File: config.mk
export PLATFORM = sky130hd
export DESIGN_NAME = fcs_ctrl
export DESIGN_NICKNAME = d
export VERILOG_FILES = /design/src/hw/fcs_pkg.sv /design/src/hw/fcs_ctrl.sv /design/src/hw/fcs_apb_slave.sv /design/src/hw/fcs_prot_chk.sv
export VERILOG_INCLUDE_DIRS = /design/src /design/src/hw
export SDC_FILE = /design/constraint.sdc
export NUM_CORES = 1
export LEC_CHECK = 0
export BUFFER_PORTS_ARGS = -buffer_cell sky130_fd_sc_hd__buf_2
export CAP_MARGIN = 40
export CORE_MARGIN = 5
export CORE_UTILIZATION = 45
export DETAILED_ROUTE_END_ITERATION = 8
export PLACE_DENSITY = 0.78
export SYNTH_ARGS = -nofsm -noshare
export SYNTH_HDL_FRONTEND = slang
export SYNTH_HIERARCHICAL = 1
export SYNTH_SLANG_ARGS = --single-unit
File: constraint.sdc
create_clock -name pclk -period 3.2 [get_ports pclk]
set_clock_uncertainty 0.15 [all_clocks]
set_input_delay 0.8 -clock pclk [delete_from_list [all_inputs] [get_ports pclk]]
set_output_delay 0.8 -clock pclk [all_outputs]
set_load 0.01 [all_outputs]
File: src/hw/fcs_defines.svh
// Purpose: offsets, field positions, codes and reset values of the flash control block
// Assumes: byte addresses on a 32-bit APB, one register per aligned word
// Notes: definitions only
`ifndef FCS_DEFINES_SVH
`define FCS_DEFINES_SVH
// ****************************************
// register offsets
// ****************************************
`define FCS_OFS_CONFIG 8'h00
`define FCS_OFS_PROT 8'h04
`define FCS_OFS_STATUS 8'h08
`define FCS_OFS_CMD 8'h0c
`define FCS_OFS_DIV 8'h10
`define FCS_OFS_SEC 8'h14
// ****************************************
// field positions and masks
// ****************************************
`define FCS_BIT_KEY_WRITE_ENABLE 5
`define FCS_BIT_PDIS 0
`define FCS_BIT_CBEF 7
`define FCS_BIT_CCF 6
`define FCS_BIT_PVIOL 5
`define FCS_BIT_ACCERR 4
`define FCS_BIT_BLANK 2
`define FCS_BIT_DIVISOR_LOADED 7
`define FCS_CFG_MASK 8'he0
// ****************************************
// command codes and values
// ****************************************
`define FCS_CMD_BLANK 8'h05
`define FCS_CMD_BYTE 8'h20
`define FCS_CMD_BURST 8'h25
`define FCS_CMD_PAGE 8'h40
`define FCS_CMD_MASS 8'h41
`define FCS_KEY_LO 16'hffb0
`define FCS_KEY_HI 16'hffb7
`define FCS_UNPROT_LOW 9'h1ff
`define FCS_ERASED 8'hff
`define FCS_SEC_UNSEC 2'h2
`define FCS_SEC_RST 2'h0
`define FCS_PROT_RST 8'h01
`endif

File: src/hw/fcs_pkg.sv
// Purpose: types shared by the flash control block
// Assumes: nothing
// Notes: command sequence states are gray coded along idle, data, command
package fcs_pkg;
	typedef enum logic [1:0] {
		FCS_SEQ_IDLE = 2'h0,
		FCS_SEQ_DATA = 2'h1,
		FCS_SEQ_CMD = 2'h3
	} fcs_seq_t;
endpackage

File: src/hw/fcs_ctrl.sv
// Purpose: flash command, status, protection and configuration control on apb
// Assumes: flash array engine, stop request and bdm port run on pclk
// Notes: one buffer entry; only burst programs overlap a running command
// What this block does
// - config bits 7:5 read/write, 4:0 zero
// - key bit clear: flash writes start commands
// - key bit set: key writes, array reads invalid
// - protection byte reset to 01, loaded from nonvolatile copy on first clock after reset
// - protection readable; only debug writes change it
// - select field sets end of unprotected flash
// - disable bit one protects nothing
// - status bits 3, 1, 0 read zero
// - writing one to buffer-empty launches, clears it
// - only burst programs are buffered
// - complete flag: buffer empty and idle
// - protected target: ignore, set violation, w1c
// - broken sequence, no divider, stop during a command: access error
// - access error cleared only by writing one
// - blank flag set by successful blank check
// - codes 05, 20, 25 accepted
// - codes 40 and 41 accepted
// - other codes raise access error
// - divider write sets divisor-loaded, enables program
// - successful blank check unsecures the part
`timescale 1ns/1ps
`include "fcs_defines.svh"
module fcs_ctrl (
	// clock and reset
	input wire logic pclk,
	input wire logic presetn,
	// apb slave
	input wire logic psel,
	input wire logic penable,
	input wire logic pwrite,
	input wire logic [7:0] paddr,
	input wire logic [31:0] pwdata,
	output logic [31:0] prdata_q,
	output logic pready_q,
	output logic pslverr_q,
	// cpu writes into the flash address space
	input wire logic flash_wr,
	input wire logic [15:0] flash_wr_addr,
	input wire logic [7:0] flash_wr_data,
	output logic read_invalid_q,
	// backdoor key comparison writes
	output logic key_wr_q,
	output logic [2:0] key_idx_q,
	output logic [7:0] key_data_q,
	// nonvolatile copies and debug port
	input wire logic [7:0] nonvolatile_protection_byte,
	input wire logic bdm_prot_wr,
	input wire logic [7:0] bdm_prot_data,
	input wire logic stop_req,
	// array engine
	output logic array_start_q,
	output logic [7:0] array_cmd_q,
	output logic [15:0] array_addr_q,
	output logic [7:0] array_data_q,
	input wire logic array_done,
	input wire logic array_blank_ok,
	output logic [1:0] security_state_code_q
);
	// ****************************************
	// decode
	// ****************************************
	logic setup, done, mapped, prot_hit;
	logic [2:0] cfg_q, cfg_d;
	logic [7:0] prot_q, prot_d, cmd_q, cmd_d, div_q, div_d;
	logic prot_ld_q, prot_ld_d;
	logic cbef_q, cbef_d, ccf_q, ccf_d, pviol_q, pviol_d;
	logic accerr_q, accerr_d, blank_q, blank_d, divisor_loaded_q, divisor_loaded_d;
	logic busy_q, busy_d, hold_q, hold_d;
	logic [7:0] run_cmd_q, run_cmd_d, buf_cmd_q, buf_cmd_d, buf_data_q, buf_data_d;
	logic [15:0] buf_addr_q, buf_addr_d;
	logic [1:0] sec_d;
	fcs_pkg::fcs_seq_t seq_q, seq_d;
	logic [31:0] prdata_d;
	logic pslverr_d, key_wr_d, start_d;
	logic [2:0] key_idx_d;
	logic [7:0] key_data_d, a_cmd_d, a_data_d;
	logic [15:0] a_addr_d;
	logic wr_cfg, wr_prot, wr_stat, wr_cmd, wr_div, launch, launch_ok, key_hit, legal;

	function automatic logic is_legal(input logic [7:0] c);
		is_legal = (c == `FCS_CMD_BLANK) | (c == `FCS_CMD_BYTE) | (c == `FCS_CMD_BURST) |
			(c == `FCS_CMD_PAGE) | (c == `FCS_CMD_MASS);
	endfunction

	function automatic logic wr_to(input logic [7:0] ofs);
		wr_to = done & pwrite & (paddr == ofs);
	endfunction

	fcs_apb_slave u_apb (
		.pclk(pclk),
		.presetn(presetn),
		.psel(psel),
		.penable(penable),
		.paddr(paddr),
		.pready_q(pready_q),
		.setup(setup),
		.done(done),
		.mapped(mapped)
	);

	fcs_prot_chk u_prot (
		.prot(prot_q),
		.cmd(cmd_q),
		.addr(buf_addr_q),
		.hit(prot_hit)
	);

	assign wr_cfg = wr_to(`FCS_OFS_CONFIG);
	assign wr_prot = wr_to(`FCS_OFS_PROT);
	assign wr_stat = wr_to(`FCS_OFS_STATUS);
	assign wr_cmd = wr_to(`FCS_OFS_CMD);
	assign wr_div = wr_to(`FCS_OFS_DIV);
	assign launch = wr_stat & pwdata[`FCS_BIT_CBEF];
	assign legal = is_legal(cmd_q);
	assign launch_ok = launch & (seq_q == fcs_pkg::FCS_SEQ_CMD) & legal & divisor_loaded_q &
		~prot_hit & cbef_q &
		(~busy_q | ((run_cmd_q == `FCS_CMD_BURST) & (cmd_q == `FCS_CMD_BURST)));
	assign key_hit = (flash_wr_addr >= `FCS_KEY_LO) & (flash_wr_addr <= `FCS_KEY_HI);

	// ****************************************
	// register and sequence next state
	// ****************************************
	always_comb
	begin
		cfg_d = cfg_q;
		prot_d = prot_q;
		prot_ld_d = 1'b1;
		cmd_d = cmd_q;
		div_d = div_q;
		divisor_loaded_d = divisor_loaded_q;
		cbef_d = cbef_q;
		pviol_d = pviol_q;
		accerr_d = accerr_q;
		blank_d = blank_q;
		busy_d = busy_q;
		hold_d = hold_q;
		run_cmd_d = run_cmd_q;
		buf_cmd_d = buf_cmd_q;
		buf_addr_d = buf_addr_q;
		buf_data_d = buf_data_q;
		sec_d = security_state_code_q;
		seq_d = seq_q;
		key_wr_d = 1'b0;
		key_idx_d = key_idx_q;
		key_data_d = key_data_q;
		start_d = 1'b0;
		a_cmd_d = array_cmd_q;
		a_addr_d = array_addr_q;
		a_data_d = array_data_q;
		if (wr_cfg)
			cfg_d = pwdata[7:5];
		// nonvolatile copy taken once after reset release
		if (!prot_ld_q)
			prot_d = nonvolatile_protection_byte;
		// debug writes only, apb writes dropped
		else if (bdm_prot_wr)
			prot_d = bdm_prot_data;
		if (wr_div)
		begin
			div_d = pwdata[7:0];
			divisor_loaded_d = 1'b1;
		end
		// write one clears, set wins below
		if (wr_stat && pwdata[`FCS_BIT_PVIOL])
			pviol_d = 1'b0;
		if (wr_stat && pwdata[`FCS_BIT_ACCERR])
			accerr_d = 1'b0;
		if (flash_wr)
		begin
			// key mode diverts the key window
			if (cfg_q[`FCS_BIT_KEY_WRITE_ENABLE - 5] && key_hit)
			begin
				key_wr_d = 1'b1;
				key_idx_d = flash_wr_addr[2:0];
				key_data_d = flash_wr_data;
			end
			else if (seq_q == fcs_pkg::FCS_SEQ_IDLE && cbef_q)
			begin
				buf_addr_d = flash_wr_addr;
				buf_data_d = flash_wr_data;
				seq_d = fcs_pkg::FCS_SEQ_DATA;
			end
			else
			begin
				accerr_d = 1'b1;
				seq_d = fcs_pkg::FCS_SEQ_IDLE;
			end
		end
		if (wr_cmd)
		begin
			cmd_d = pwdata[7:0];
			if (seq_q == fcs_pkg::FCS_SEQ_DATA)
				seq_d = fcs_pkg::FCS_SEQ_CMD;
			else
			begin
				accerr_d = 1'b1;
				seq_d = fcs_pkg::FCS_SEQ_IDLE;
			end
		end
		if (launch)
		begin
			seq_d = fcs_pkg::FCS_SEQ_IDLE;
			if (launch_ok)
			begin
				cbef_d = 1'b0;
				// a new valid command clears blank
				blank_d = 1'b0;
				buf_cmd_d = cmd_q;
			end
			else if (seq_q == fcs_pkg::FCS_SEQ_CMD && legal && divisor_loaded_q && prot_hit)
				pviol_d = 1'b1;
			else
				accerr_d = 1'b1;
		end
		// buffer moves to the array when the engine is free
		if (!cbef_q && !busy_q)
		begin
			start_d = 1'b1;
			busy_d = 1'b1;
			run_cmd_d = buf_cmd_q;
			a_cmd_d = buf_cmd_q;
			a_addr_d = buf_addr_q;
			a_data_d = buf_data_q;
			// burst frees the buffer at once
			hold_d = buf_cmd_q != `FCS_CMD_BURST;
			cbef_d = buf_cmd_q == `FCS_CMD_BURST;
		end
		if (busy_q && array_done)
		begin
			busy_d = 1'b0;
			hold_d = 1'b0;
			if (hold_q)
				cbef_d = 1'b1;
			if (run_cmd_q == `FCS_CMD_BLANK && array_blank_ok)
			begin
				blank_d = 1'b1;
				sec_d = `FCS_SEC_UNSEC;
			end
		end
		// stop during a command aborts it
		if (stop_req && (busy_q || !cbef_q))
		begin
			accerr_d = 1'b1;
			busy_d = 1'b0;
			hold_d = 1'b0;
			cbef_d = 1'b1;
			start_d = 1'b0;
		end
		ccf_d = cbef_d & ~busy_d;
	end

	// ****************************************
	// read data and error
	// ****************************************
	always_comb
	begin
		prdata_d = prdata_q;
		pslverr_d = 1'b0;
		if (setup)
		begin
			prdata_d = 32'h0000_0000;
			pslverr_d = ~mapped;
			case (paddr)
				`FCS_OFS_CONFIG: prdata_d[7:5] = cfg_q;
				`FCS_OFS_PROT: prdata_d[7:0] = prot_q;
				// bits 3, 1, 0 stay zero
				`FCS_OFS_STATUS:
				begin
					prdata_d[`FCS_BIT_CBEF] = cbef_q;
					prdata_d[`FCS_BIT_CCF] = ccf_q;
					prdata_d[`FCS_BIT_PVIOL] = pviol_q;
					prdata_d[`FCS_BIT_ACCERR] = accerr_q;
					prdata_d[`FCS_BIT_BLANK] = blank_q;
				end
				`FCS_OFS_CMD: prdata_d[7:0] = cmd_q;
				`FCS_OFS_DIV: prdata_d[7:0] = {divisor_loaded_q, div_q[6:0]};
				`FCS_OFS_SEC: prdata_d[1:0] = security_state_code_q;
				default: prdata_d = 32'h0000_0000;
			endcase
		end
	end

	// ****************************************
	// registers
	// ****************************************
	always_ff @(posedge pclk or negedge presetn)
	begin
		if (!presetn)
		begin
			cfg_q <= 3'h0;
			prot_q <= `FCS_PROT_RST;
			prot_ld_q <= 1'b0;
			cmd_q <= 8'h00;
			div_q <= 8'h00;
			divisor_loaded_q <= 1'b0;
			cbef_q <= 1'b1;
			ccf_q <= 1'b1;
			pviol_q <= 1'b0;
			accerr_q <= 1'b0;
			blank_q <= 1'b0;
			busy_q <= 1'b0;
			hold_q <= 1'b0;
			run_cmd_q <= 8'h00;
			buf_cmd_q <= 8'h00;
			buf_addr_q <= 16'h0000;
			buf_data_q <= 8'h00;
			security_state_code_q <= `FCS_SEC_RST;
			seq_q <= fcs_pkg::FCS_SEQ_IDLE;
			prdata_q <= 32'h0000_0000;
			pslverr_q <= 1'b0;
			read_invalid_q <= 1'b0;
			key_wr_q <= 1'b0;
			key_idx_q <= 3'h0;
			key_data_q <= 8'h00;
			array_start_q <= 1'b0;
			array_cmd_q <= 8'h00;
			array_addr_q <= 16'h0000;
			array_data_q <= 8'h00;
		end
		else
		begin
			cfg_q <= cfg_d;
			prot_q <= prot_d;
			prot_ld_q <= prot_ld_d;
			cmd_q <= cmd_d;
			div_q <= div_d;
			divisor_loaded_q <= divisor_loaded_d;
			cbef_q <= cbef_d;
			ccf_q <= ccf_d;
			pviol_q <= pviol_d;
			accerr_q <= accerr_d;
			blank_q <= blank_d;
			busy_q <= busy_d;
			hold_q <= hold_d;
			run_cmd_q <= run_cmd_d;
			buf_cmd_q <= buf_cmd_d;
			buf_addr_q <= buf_addr_d;
			buf_data_q <= buf_data_d;
			security_state_code_q <= sec_d;
			seq_q <= seq_d;
			prdata_q <= prdata_d;
			pslverr_q <= pslverr_d;
			// array reads invalid in key mode
			read_invalid_q <= cfg_d[`FCS_BIT_KEY_WRITE_ENABLE - 5];
			key_wr_q <= key_wr_d;
			key_idx_q <= key_idx_d;
			key_data_q <= key_data_d;
			array_start_q <= start_d;
			array_cmd_q <= a_cmd_d;
			array_addr_q <= a_addr_d;
			array_data_q <= a_data_d;
		end
	end
endmodule // fcs_ctrl

File: src/hw/fcs_apb_slave.sv
// Purpose: apb handshake and address decode for the flash control registers
// Assumes: apb3 master, no wait beyond one access cycle
// Notes: pready is a flop, high in the first access cycle
`timescale 1ns/1ps
`include "fcs_defines.svh"
module fcs_apb_slave (
	// apb
	input wire logic pclk,
	input wire logic presetn,
	input wire logic psel,
	input wire logic penable,
	input wire logic [7:0] paddr,
	// decode
	output logic pready_q,
	output logic setup,
	output logic done,
	output logic mapped
);
	logic pready_d;

	assign setup = psel & ~penable;
	assign done = psel & penable & pready_q;
	assign mapped = (paddr == `FCS_OFS_CONFIG) | (paddr == `FCS_OFS_PROT) |
		(paddr == `FCS_OFS_STATUS) | (paddr == `FCS_OFS_CMD) |
		(paddr == `FCS_OFS_DIV) | (paddr == `FCS_OFS_SEC);

	always_comb
	begin
		pready_d = setup;
	end

	always_ff @(posedge pclk or negedge presetn)
	begin
		if (!presetn)
			pready_q <= 1'b0;
		else
			pready_q <= pready_d;
	end
endmodule // fcs_apb_slave

File: src/hw/fcs_prot_chk.sv
// Purpose: decides whether a command would touch a protected flash location
// Assumes: 16-bit flash addresses, protected region at the high end
// Notes: purely combinational
`timescale 1ns/1ps
`include "fcs_defines.svh"
module fcs_prot_chk (
	// inputs
	input wire logic [7:0] prot,
	input wire logic [7:0] cmd,
	input wire logic [15:0] addr,
	// result
	output logic hit
);
	logic above;

	always_comb
	begin
		above = addr > {prot[7:1], `FCS_UNPROT_LOW};
		hit = 1'b0;
		if (!prot[`FCS_BIT_PDIS])
		begin
			case (cmd)
				`FCS_CMD_MASS: hit = 1'b1;
				`FCS_CMD_BYTE, `FCS_CMD_BURST, `FCS_CMD_PAGE: hit = above;
				default: hit = 1'b0;
			endcase
		end
	end
endmodule // fcs_prot_chk

[Word-level counts from Yosys, hierarchy flattened]
Index checks and enable logic that the tools add are counted.
Operators by class
  equal/unequal tests: 18
  order comparisons: 3
  muxes and demuxes: 50
  reductions and logical operators: 24
  bitwise logic cells: 34
Operator list (number)
  1-bit 2-to-1 mux: 37
  8-bit by 6-bit == test with 1-bit output (second input constant): 4
  8-bit by 3-bit == test with 1-bit output (second input constant): 3
  1-bit bitwise AND: 18
  8-bit by 4-bit == test with 1-bit output (second input constant): 2
  8-bit by 5-bit == test with 1-bit output (second input constant): 2
  8-bit by 7-bit == test with 1-bit output (second input constant): 2
  16-bit >= comparator (second input constant): 1
  16-bit greater-than comparator: 1
  16-bit <= comparator (second input constant): 1
  8-bit 2-to-1 mux: 2
  3-bit one-hot mux with 5 select lines: 1
  1-bit logical AND: 11
  2-bit 2-to-1 mux: 5
  1-bit OR: 10
  8-bit logical NOT: 1
  8-bit by 6-bit inequality test with 1-bit output (second input constant): 1
  1-bit one-hot mux with 4 select lines: 2
  2-bit one-hot mux with 4 select lines: 1
  2-bit AND reduction: 4
  1-bit inverter: 6
  3-bit nonzero test: 2
  3-bit inequality test (second input constant): 1
  1-bit one-hot mux with 3 select lines: 1
  9 further kinds: 10
Word-level totals
  flip-flop bits (word level): 125
  word-level logic and storage cells: 158

[Depth between registers and ports, before layout]
Gate-level depths: netlist (run 1).
  depth after elaboration: 18
  depth in mapped cells: 12

[By module]
Netlist (run 1), hierarchy kept.
Modules (own cells, without submodules)
  fcs_ctrl: cells each 406, area an instance 5375.2 sq um, instances 1
  fcs_prot_chk: cells each 33, area an instance 239.0 sq um, instances 1
  fcs_apb_slave: cells each 5, area an instance 58.8 sq um, instances 1

[Least setup slack after synthesis (run 1)]
No wires, ideal clock.
  kind: register to register
  start point: register prot_q[7]
  end point: register buf_cmd_q[5]
  setup slack: 256 ps
  arrival time: 2666 ps
  cell stages (with the launch flop): 13
  clock period less this slack: 2944 ps
  buffers on the path: 1
  cell sequence: dfrtp_1 inv_1 ha_1 nand4_1 or4_1 o221ai_1 a211oi_1 nand4b_1 nor4_4 a21oi_1 nor3b_2 buf_4 mux2_1
On the way
  cells in the longest elaborated chain, start to end: 8
RTL lines
  start, declared: RTL line fcs_ctrl.sv:68  | logic [7:0] prot_q, prot_d, cmd_q, cmd_d, div_q, div_d;
  start signal, assigned: RTL line fcs_ctrl.sv:295  | prot_q <= `FCS_PROT_RST;
  start signal, assigned: RTL line fcs_ctrl.sv:327  | prot_q <= prot_d;
  16-bit greater-than comparator: RTL line fcs_prot_chk.sv:18  | above = addr > {prot[7:1], `FCS_UNPROT_LOW};
  1-bit one-hot mux with 2 select lines: RTL line fcs_prot_chk.sv:22  | case (cmd)
  1-bit 2-to-1 mux: RTL line fcs_prot_chk.sv:20  | if (!prot[`FCS_BIT_PDIS])
  via prot_hit: RTL line fcs_ctrl.sv:66  | logic setup, done, mapped, prot_hit;
  1-bit inverter: RTL line fcs_ctrl.sv:120  | ~prot_hit & cbef_q &
  1-bit bitwise AND: RTL line fcs_ctrl.sv:119  | assign launch_ok = launch & (seq_q == fcs_pkg::FCS_SEQ_CMD) & legal & divisor_loaded_q &
  1-bit bitwise AND: RTL line fcs_ctrl.sv:120
  1-bit bitwise AND: RTL line fcs_ctrl.sv:119
  2-bit AND reduction (no line)
  end signal, assigned: RTL line fcs_ctrl.sv:340  | buf_cmd_q <= buf_cmd_d;
  end, declared: RTL line fcs_ctrl.sv:73  | logic [7:0] run_cmd_q, run_cmd_d, buf_cmd_q, buf_cmd_d, buf_data_q, buf_data_d;
The timed path passes the listed nets, and every way through them passes these cells.
A chain may end at the register's enable or synchronous reset.

[Final worst setup path (run 1)]
  start point: register prot_q[3]
  end point: register buf_cmd_q[0]
Same word-level chain as after synthesis.

==> flow_metrics.py, run 1 <==
metrics = {
    "logic_synthesis": {
        "ys_seq_elements": 125,
        "synth_most_common_cell": "dfrtp_1",
        "seq_area_frac_synth_pct": 55.2,
        "netlist_instances": 444,
        "synth_flop_cell": "dfrtp_1",
        "synth_area_mm2": 0.00567,
        "synthTopCellsByArea": "dfrtp_1 (54%), mux2_2 (17%), buf_4 (3.4%)",
        "syn_area_per_cell_um2": 12.8,
        "ys_types": 56,
        "ys_warn_count": 6,
        "synth_commonest_cells": "dfrtp_1 (122), mux2_2 (86), buf_4 (26)",
        "yosysTopAreaCell": "dfrtp_1",
        "synth_edf_count": 0,
        "async_flop_share_pct": 100,
        "synth_top_area_share_pct": 53.8,
    },
    "setup_path": {
        "cp-startpoint": "prot_q[3]",
        "crit_path_end_kind": "flip-flop",
        "startpoint_type": "flip-flop",
        "cp.required_ns": 3.35,
        "slowest_delay_ns": 0.55,
        "critical_path.cell_chain": "inv_2 > ha_4 > nand4_1 > or4_4 > o221ai_2 > a211oi_2 > nand4b_1 > nor4_4 > a21oi_2 > nor3b_2 > buf_4 > mux2_2",
        "crit_slowest_cell": "or4_4",
        "crit_arrival_ns": 3.24,
        "crit_fanout": 7,
        "reg2reg_from": "prot_q[3]",
        "path_class": "reg2reg",
        "r2r_slack_ns": 0.11,
    },
    "routing": {
        "wl_per_cell_um": 17.8,
        "met2WireLength_mm": 6.99,
        "firstDrtPassIters": 5,
        "dr.max_layer_used": "met5",
        "drc": 0,
        "wl_met3_mm": 1.04,
        "via_per_inst": 5.27,
        "via_count": 4123,
        "drtIter0Drc": 223,
        "wl_met1_mm": 5.66,
        "finalWirelength_mm": 13.9,
        "drtAntennaViolNets": 0,
    },
    "power_and_ir_drop": {
        "ir_worst_vdd_mv": 0.434,
        "power_leakage_nw": 3.73,
        "power.density_mw_per_mm2": 549,
    },
    "clock_network": {
        "clock_path_buffers": 2,
        "clk_latency_ns": 0.41,
        "cts_max_level": 4,
        "clkSinkCount": 125,
        "path_clk_slew_ns": 0.05,
        "cts_buffers": 17,
        "hold_buffers": 0,
        "cts_root_buffer": "clkbuf_16",
        "tritoncts": "done",
    },
    "placed_design": {
        "routabilityCongestion": 0.877,
        "dp_cells": 743,
        "hpwl_mm": 10.3,
        "post-place-ws_ns": -0.0232,
        "io_buffers": 122,
    },
    "run": {
        "drv_cap": 0,
    },
    "grt": {
        "antenna_found_initial": 1,
        "grt_pass1_vias": 4332,
        "grt_pass1_wl_mm": 22.3,
        "overflow": 0,
        "grt_max_degree": 57,
        "grt_usage_pct": 19.4,
    },
    "sta": {
        "tightest_slew_ns": 0.634,
        "drv_slew": 0,
        "setup_ws_ns": 0.107,
        "rsz0062_at_grt": "yes",
        "fin_crit_sh_pct": 96.7,
        "slew_headroom_pct": 57.3,
        "fmaxAchievable_mhz": 323,
        "period_minus_slack_ns": 3.09,
        "hold_viol_final": 0,
        "setup_viol_count_final": 0,
    },
    "floorplanning": {
        "core_mm2": 0.0125,
        "start_util_pct": 45.5,
        "rows": 41,
        "die-height_um": 122,
        "ios": 172,
        "die_x_um": 122,
        "dieArea_mm2": 0.0150,
    },
    "worst_hold_path": {
        "hold_class": "in2async",
    },
    "layout": {
        "nNetsFinal": 694,
        "final_cells": 782,
        "num-fill-cells": 1034,
        "areaGrowthSynthToFinish_pct": 27.0,
        "drive_gt1_share_pct": 47.5,
        "insertedDiodeCount": 0,
    },
    "outcome": {
        "status": "completed",
    },
}
==> layout by cell type, fill, tap and decap left out, types with 3 or more instances in the layout <==
cell type,n
buf_2,121
mux2_2,86
a222oi_1,7
nor2_1,21
buf_4,30
a21oi_1,15
nand4_1,8
nor2b_1,8
nand2_1,15
mux2i_1,11
o21ai_0,5
ha_1,5
and3_1,5
and2_1,5
dfstp_2,3
conb_1,26
clkbuf_8,3
clkbuf_16,17
dfrtp_1,122
inv_1,11
nand3_1,3
a22oi_1,3
or4_1,3
clkbuf_1,5
a31oi_1,4
clkinv_2,4
o2bb2ai_1,4
nand4b_1,4
==> cells by family after synthesis <==
kind of cell,share of synthesized area [%]
flops,55.2
simple gates,11.2
mux,19.6
buf+inv,5.47
compound gates,6.51
fa+ha+maj,1.54
other cells,0.132
xor+xnor,0.309
==> worst max-delay path: cells and delay by family, from the launching register on <==
family | cells | cell delay, ns
adder cells (fa/ha/maj) | 1 | 0.27
AO/OA/AOI/OAI | 3 | 0.32
AND/OR/NAND/NOR | 5 | 1.26
flip-flops | 1 | 0.39
multiplexers | 1 | 0.34
buffers and inverters | 2 | 0.24
==> cell type report <==
class                           count  area (um^2)  share of cell area, %
Clock buffer                       25          485                   6.74
Clock inverter                      7         87.6                   1.22
Inverter                           12         45.0                  0.625
Multi-Input combinational cell    288         2370                   32.9
Sequential cell                   125         3130                   43.5
Tap cell                          172          215                   2.99
Timing Repair Buffer              153          871                   12.1
==> state kept, by name (all words and copies together) (netlist names), 2 cells and up <==
signal / flops
prot_q: 8
array_data_q: 8
key_idx_q: 3
buf_addr_q: 16
array_addr_q: 16
div_q: 7
buf_data_q: 8
prdata_q: 8
run_cmd_q: 8
cfg_q: 3
key_data_q: 8
cmd_q: 8
buf_cmd_q: 8
seq_q: 2
==> layer usage <==
layer	GRT usage, %	vias up
met5	0	-
met4	7.00	2
met3	6.41	24
met2	31.7	159
met1	24.2	2063
li1	-	1875
==> what timing repair did <==
action	CTS	global route
setup buffers	4	3
pin swaps	6	2
cloned	0	0
setup endpoints to repair	5	7
gates resized for setup	7	2
==> where the power goes <==
group	internal [W]	switching, W	total, W
Sequential	0.00167	0.0000669	0.00174
Combinational	0.000178	0.000181	0.000359
Clock	0.00120	0.000653	0.00185
==> stage by stage <==
step | utilization, % | hold slack [ns] | power (W) | area (um^2) | TNS [ns]
6_report | 57.8 | 0.188 | 0.00395 | 7200 | 0
5_1_grt | 57.8 | 0.225 | 0.00412 | 7200 | -0.0730
4_1_cts | 57.5 | 0.198 | 0.00398 | 7170 | 0
3_5_place_dp | 52.4 | 0.325 | 0.00211 | 6530 | -0.0430
3_3_place_gp | 52.4 | 0.317 | 0.00209 | 6530 | 0
2_1_floorplan | - | 0.306 | 0.00195 | 5760 | 0
==> path summary, 6_finish.rpt <==
kind,to,depth (start not counted)
max in group asynchronous,ccf_q,2
max,buf_cmd_q[0],12
max reg2reg,buf_cmd_q[0],12
min,cmd_q[7],1
min reg2reg,prdata_q[1],1
min in group pclk,prdata_q[1],1
No activity file was read; power rests on OpenSTA's default activity.
==> run 2, diff against run 1 <==
--- a/config.mk
+++ b/config.mk
@@ -12,6 +12,7 @@
 export CORE_UTILIZATION = 45
 export DETAILED_ROUTE_END_ITERATION = 8
 export PLACE_DENSITY = 0.78
+export SETUP_SLACK_MARGIN = 0.4
 export SYNTH_ARGS = -nofsm -noshare
 export SYNTH_HDL_FRONTEND = slang
 export SYNTH_HIERARCHICAL = 1
==> flow_metrics.py, run 2 (synthesis gave the netlist of run 1 again) <==
metrics = {
    "outcome": {
        "status": "complete, but fails checks",
        "violations": "setup timing",
    },
    "sta": {
        "holdWs_ns": 0.216,
        "drv_slew": 0,
        "period_minus_slack_ns": 3.22,
        "slew_headroom_pct": 59.2,
        "setup_viol_count_final": 4,
        "fin_crit_sh_pct": 101,
        "setup_ws_ns": -0.0169,
        "rsz0062_at_grt": "yes",
        "hold_viol_final": 0,
        "fmaxAchievable_mhz": 311,
        "tightest_slew_ns": 0.606,
    },
    "placed_design": {
        "routabilityCongestion": 0.875,
        "io_buffers": 122,
        "hpwl_mm": 10.2,
    },
    "floorplanning": {
        "start_util_pct": 45.5,
        "die-height_um": 122,
        "core_mm2": 0.0125,
        "ios": 172,
        "dieArea_mm2": 0.0150,
        "rows": 41,
        "die_x_um": 122,
    },
    "clock_network": {
        "tritoncts": "done",
        "clkSinkCount": 125,
        "clk_latency_ns": 0.41,
        "path_clk_slew_ns": 0.06,
        "cts_max_level": 4,
        "cts_root_buffer": "clkbuf_16",
        "clock_path_buffers": 2,
        "cts_buffers": 17,
    },
    "grt": {
        "grt_pass1_wl_mm": 22.1,
        "overflow": 0,
        "antenna_found_initial": 0,
        "grt_usage_pct": 19.3,
        "grt_pass1_vias": 4420,
        "grt_max_degree": 47,
    },
    "power_and_ir_drop": {
        "pwr-share-seq_pct": 43.5,
        "pwr-share-clk_pct": 47.2,
        "power_leakage_nw": 3.77,
        "p_sw_w": 0.000922,
        "p_int_w": 0.00308,
        "ir_worst_vdd_mv": 0.394,
        "finalPower_w": 0.00400,
        "p_sw_share_pct": 23.0,
        "p_comb_share_pct": 9.3,
        "power.density_mw_per_mm2": 545,
    },
    "setup_path": {
        "crit_path_end_kind": "flip-flop",
        "reg2reg_from": "prot_q[4]",
        "crit_arrival_ns": 3.36,
        "startpoint_type": "flip-flop",
        "slowest_delay_ns": 0.58,
        "cp-startpoint": "prot_q[4]",
        "r2r_slack_ns": -0.02,
        "cp.required_ns": 3.34,
        "crit_slowest_cell": "or4_4",
        "critical_path.cell_chain": "inv_1 > ha_1 > nand4_1 > or4_4 > o221ai_4 > a211oi_2 > nand4b_1 > nor4_4 > a21oi_2 > nor3b_2 > buf_4 > mux2_4",
        "crit_fanout": 4,
        "path_class": "reg2reg",
    },
    "routing": {
        "via_per_inst": 5.31,
        "wl_per_cell_um": 18.0,
        "firstDrtPassIters": 5,
        "finalWirelength_mm": 14.2,
        "drtAntennaViolNets": 0,
        "drtIter0Drc": 253,
        "drc": 0,
        "via_count": 4177,
    },
    "layout": {
        "areaGrowthSynthToFinish_pct": 29.4,
        "nNetsFinal": 699,
        "final_cell_mix": "dfrtp_1 (122), buf_2 (121), mux2_2 (85)",
        "drive_gt1_share_pct": 49.3,
        "fin_util_pct": 58.9,
        "largest_registers": "array_addr_q x16, buf_addr_q x16",
        "insertedDiodeCount": 0,
        "num-fill-cells": 998,
        "final_common_cell": "dfrtp_1",
    },
    "run": {
        "drv_cap": 0,
    },
    "worst_hold_path": {
        "hold_class": "in2async",
    },
}
run 2: changes by cell type in the layout (fill, tap and decap cells not counted), sizes merged:
cell,before,now
clkinv,4,5
clkinvlp,1,0
buf,153,158
run 2: worst paths after layout:
check | endpoint | cells past startpoint
worst max-delay path | buf_cmd_q[5] | 12
worst min-delay path | accerr_q | 1
worst max register to register | buf_cmd_q[5] | 12
worst min register to register | prdata_q[1] | 1
max in group asynchronous | cbef_q | 2
min in group pclk | prdata_q[1] | 1
run 2: worst max-delay path, delay by kind of cell, from the launching register on:
kind            cells  cell delay, ns
buf+inv             2            0.26
compound gates      3            0.30
fa+ha+maj           1            0.28
mux                 1            0.30
flops               1            0.39
simple gates        5            1.42
run 2: metrics by stage:
| stage | setup WS, ns | instance area (um^2) | cells | TNS [ns] |
|---|---|---|---|---|
| final | -0.0169 | 7340 | 787 | -0.0400 |
| after global routing | -0.108 | 7340 | 787 | -0.559 |
| after CTS | 0.00132 | 7260 | 783 | 0 |
| after detailed placement | -0.00423 | 6540 | 741 | -0.00423 |
| after global placement | 0.0741 | 6540 | 741 | 0 |
| after floorplan | 0.281 | 5790 | 468 | 0 |
run 2: what timing repair did:
| item | in CTS | in global routing |
|---|---|---|
| hold buffers | 0 | 0 |
| setup endpoints to repair | 11 | 12 |
| resized for setup | 12 | 15 |
| buffers inserted | 10 | 4 |
| pin swaps | 4 | 3 |
run 2: layout make-up:
cell class	count	area (um^2)	share of cell area [%]
flip-flops and latches	125	3130	42.7
multi-input cells	288	2430	33.1
repair buffers	158	938	12.8
clock buffers	25	495	6.75
well taps	172	215	2.93
clock inverters	7	85.1	1.16
inverters	12	45.0	0.613
run 2: power by group through the flow:
| stage | sequential, W | clock (W) | combinational, W |
|---|---|---|---|
| 6_report | 0.00174 | 0.00189 | 0.000371 |
| 5_1_grt | 0.00175 | 0.00199 | 0.000413 |
| 4_1_cts | 0.00174 | 0.00191 | 0.000368 |
| 3_5_place_dp | 0.00177 | 0 | 0.000345 |
| 3_3_place_gp | 0.00176 | 0 | 0.000330 |
| 2_1_floorplan | 0.00175 | 0 | 0.000207 |
run 2: metal layers:
metal	GRT usage, %	share of wire [%]	vias up
li1	-	-	1888
met1	23.5	40	2080
met2	31.3	49	189
met3	7.33	9.0	20
met4	7.00	1.5	0
met5	0	0	-
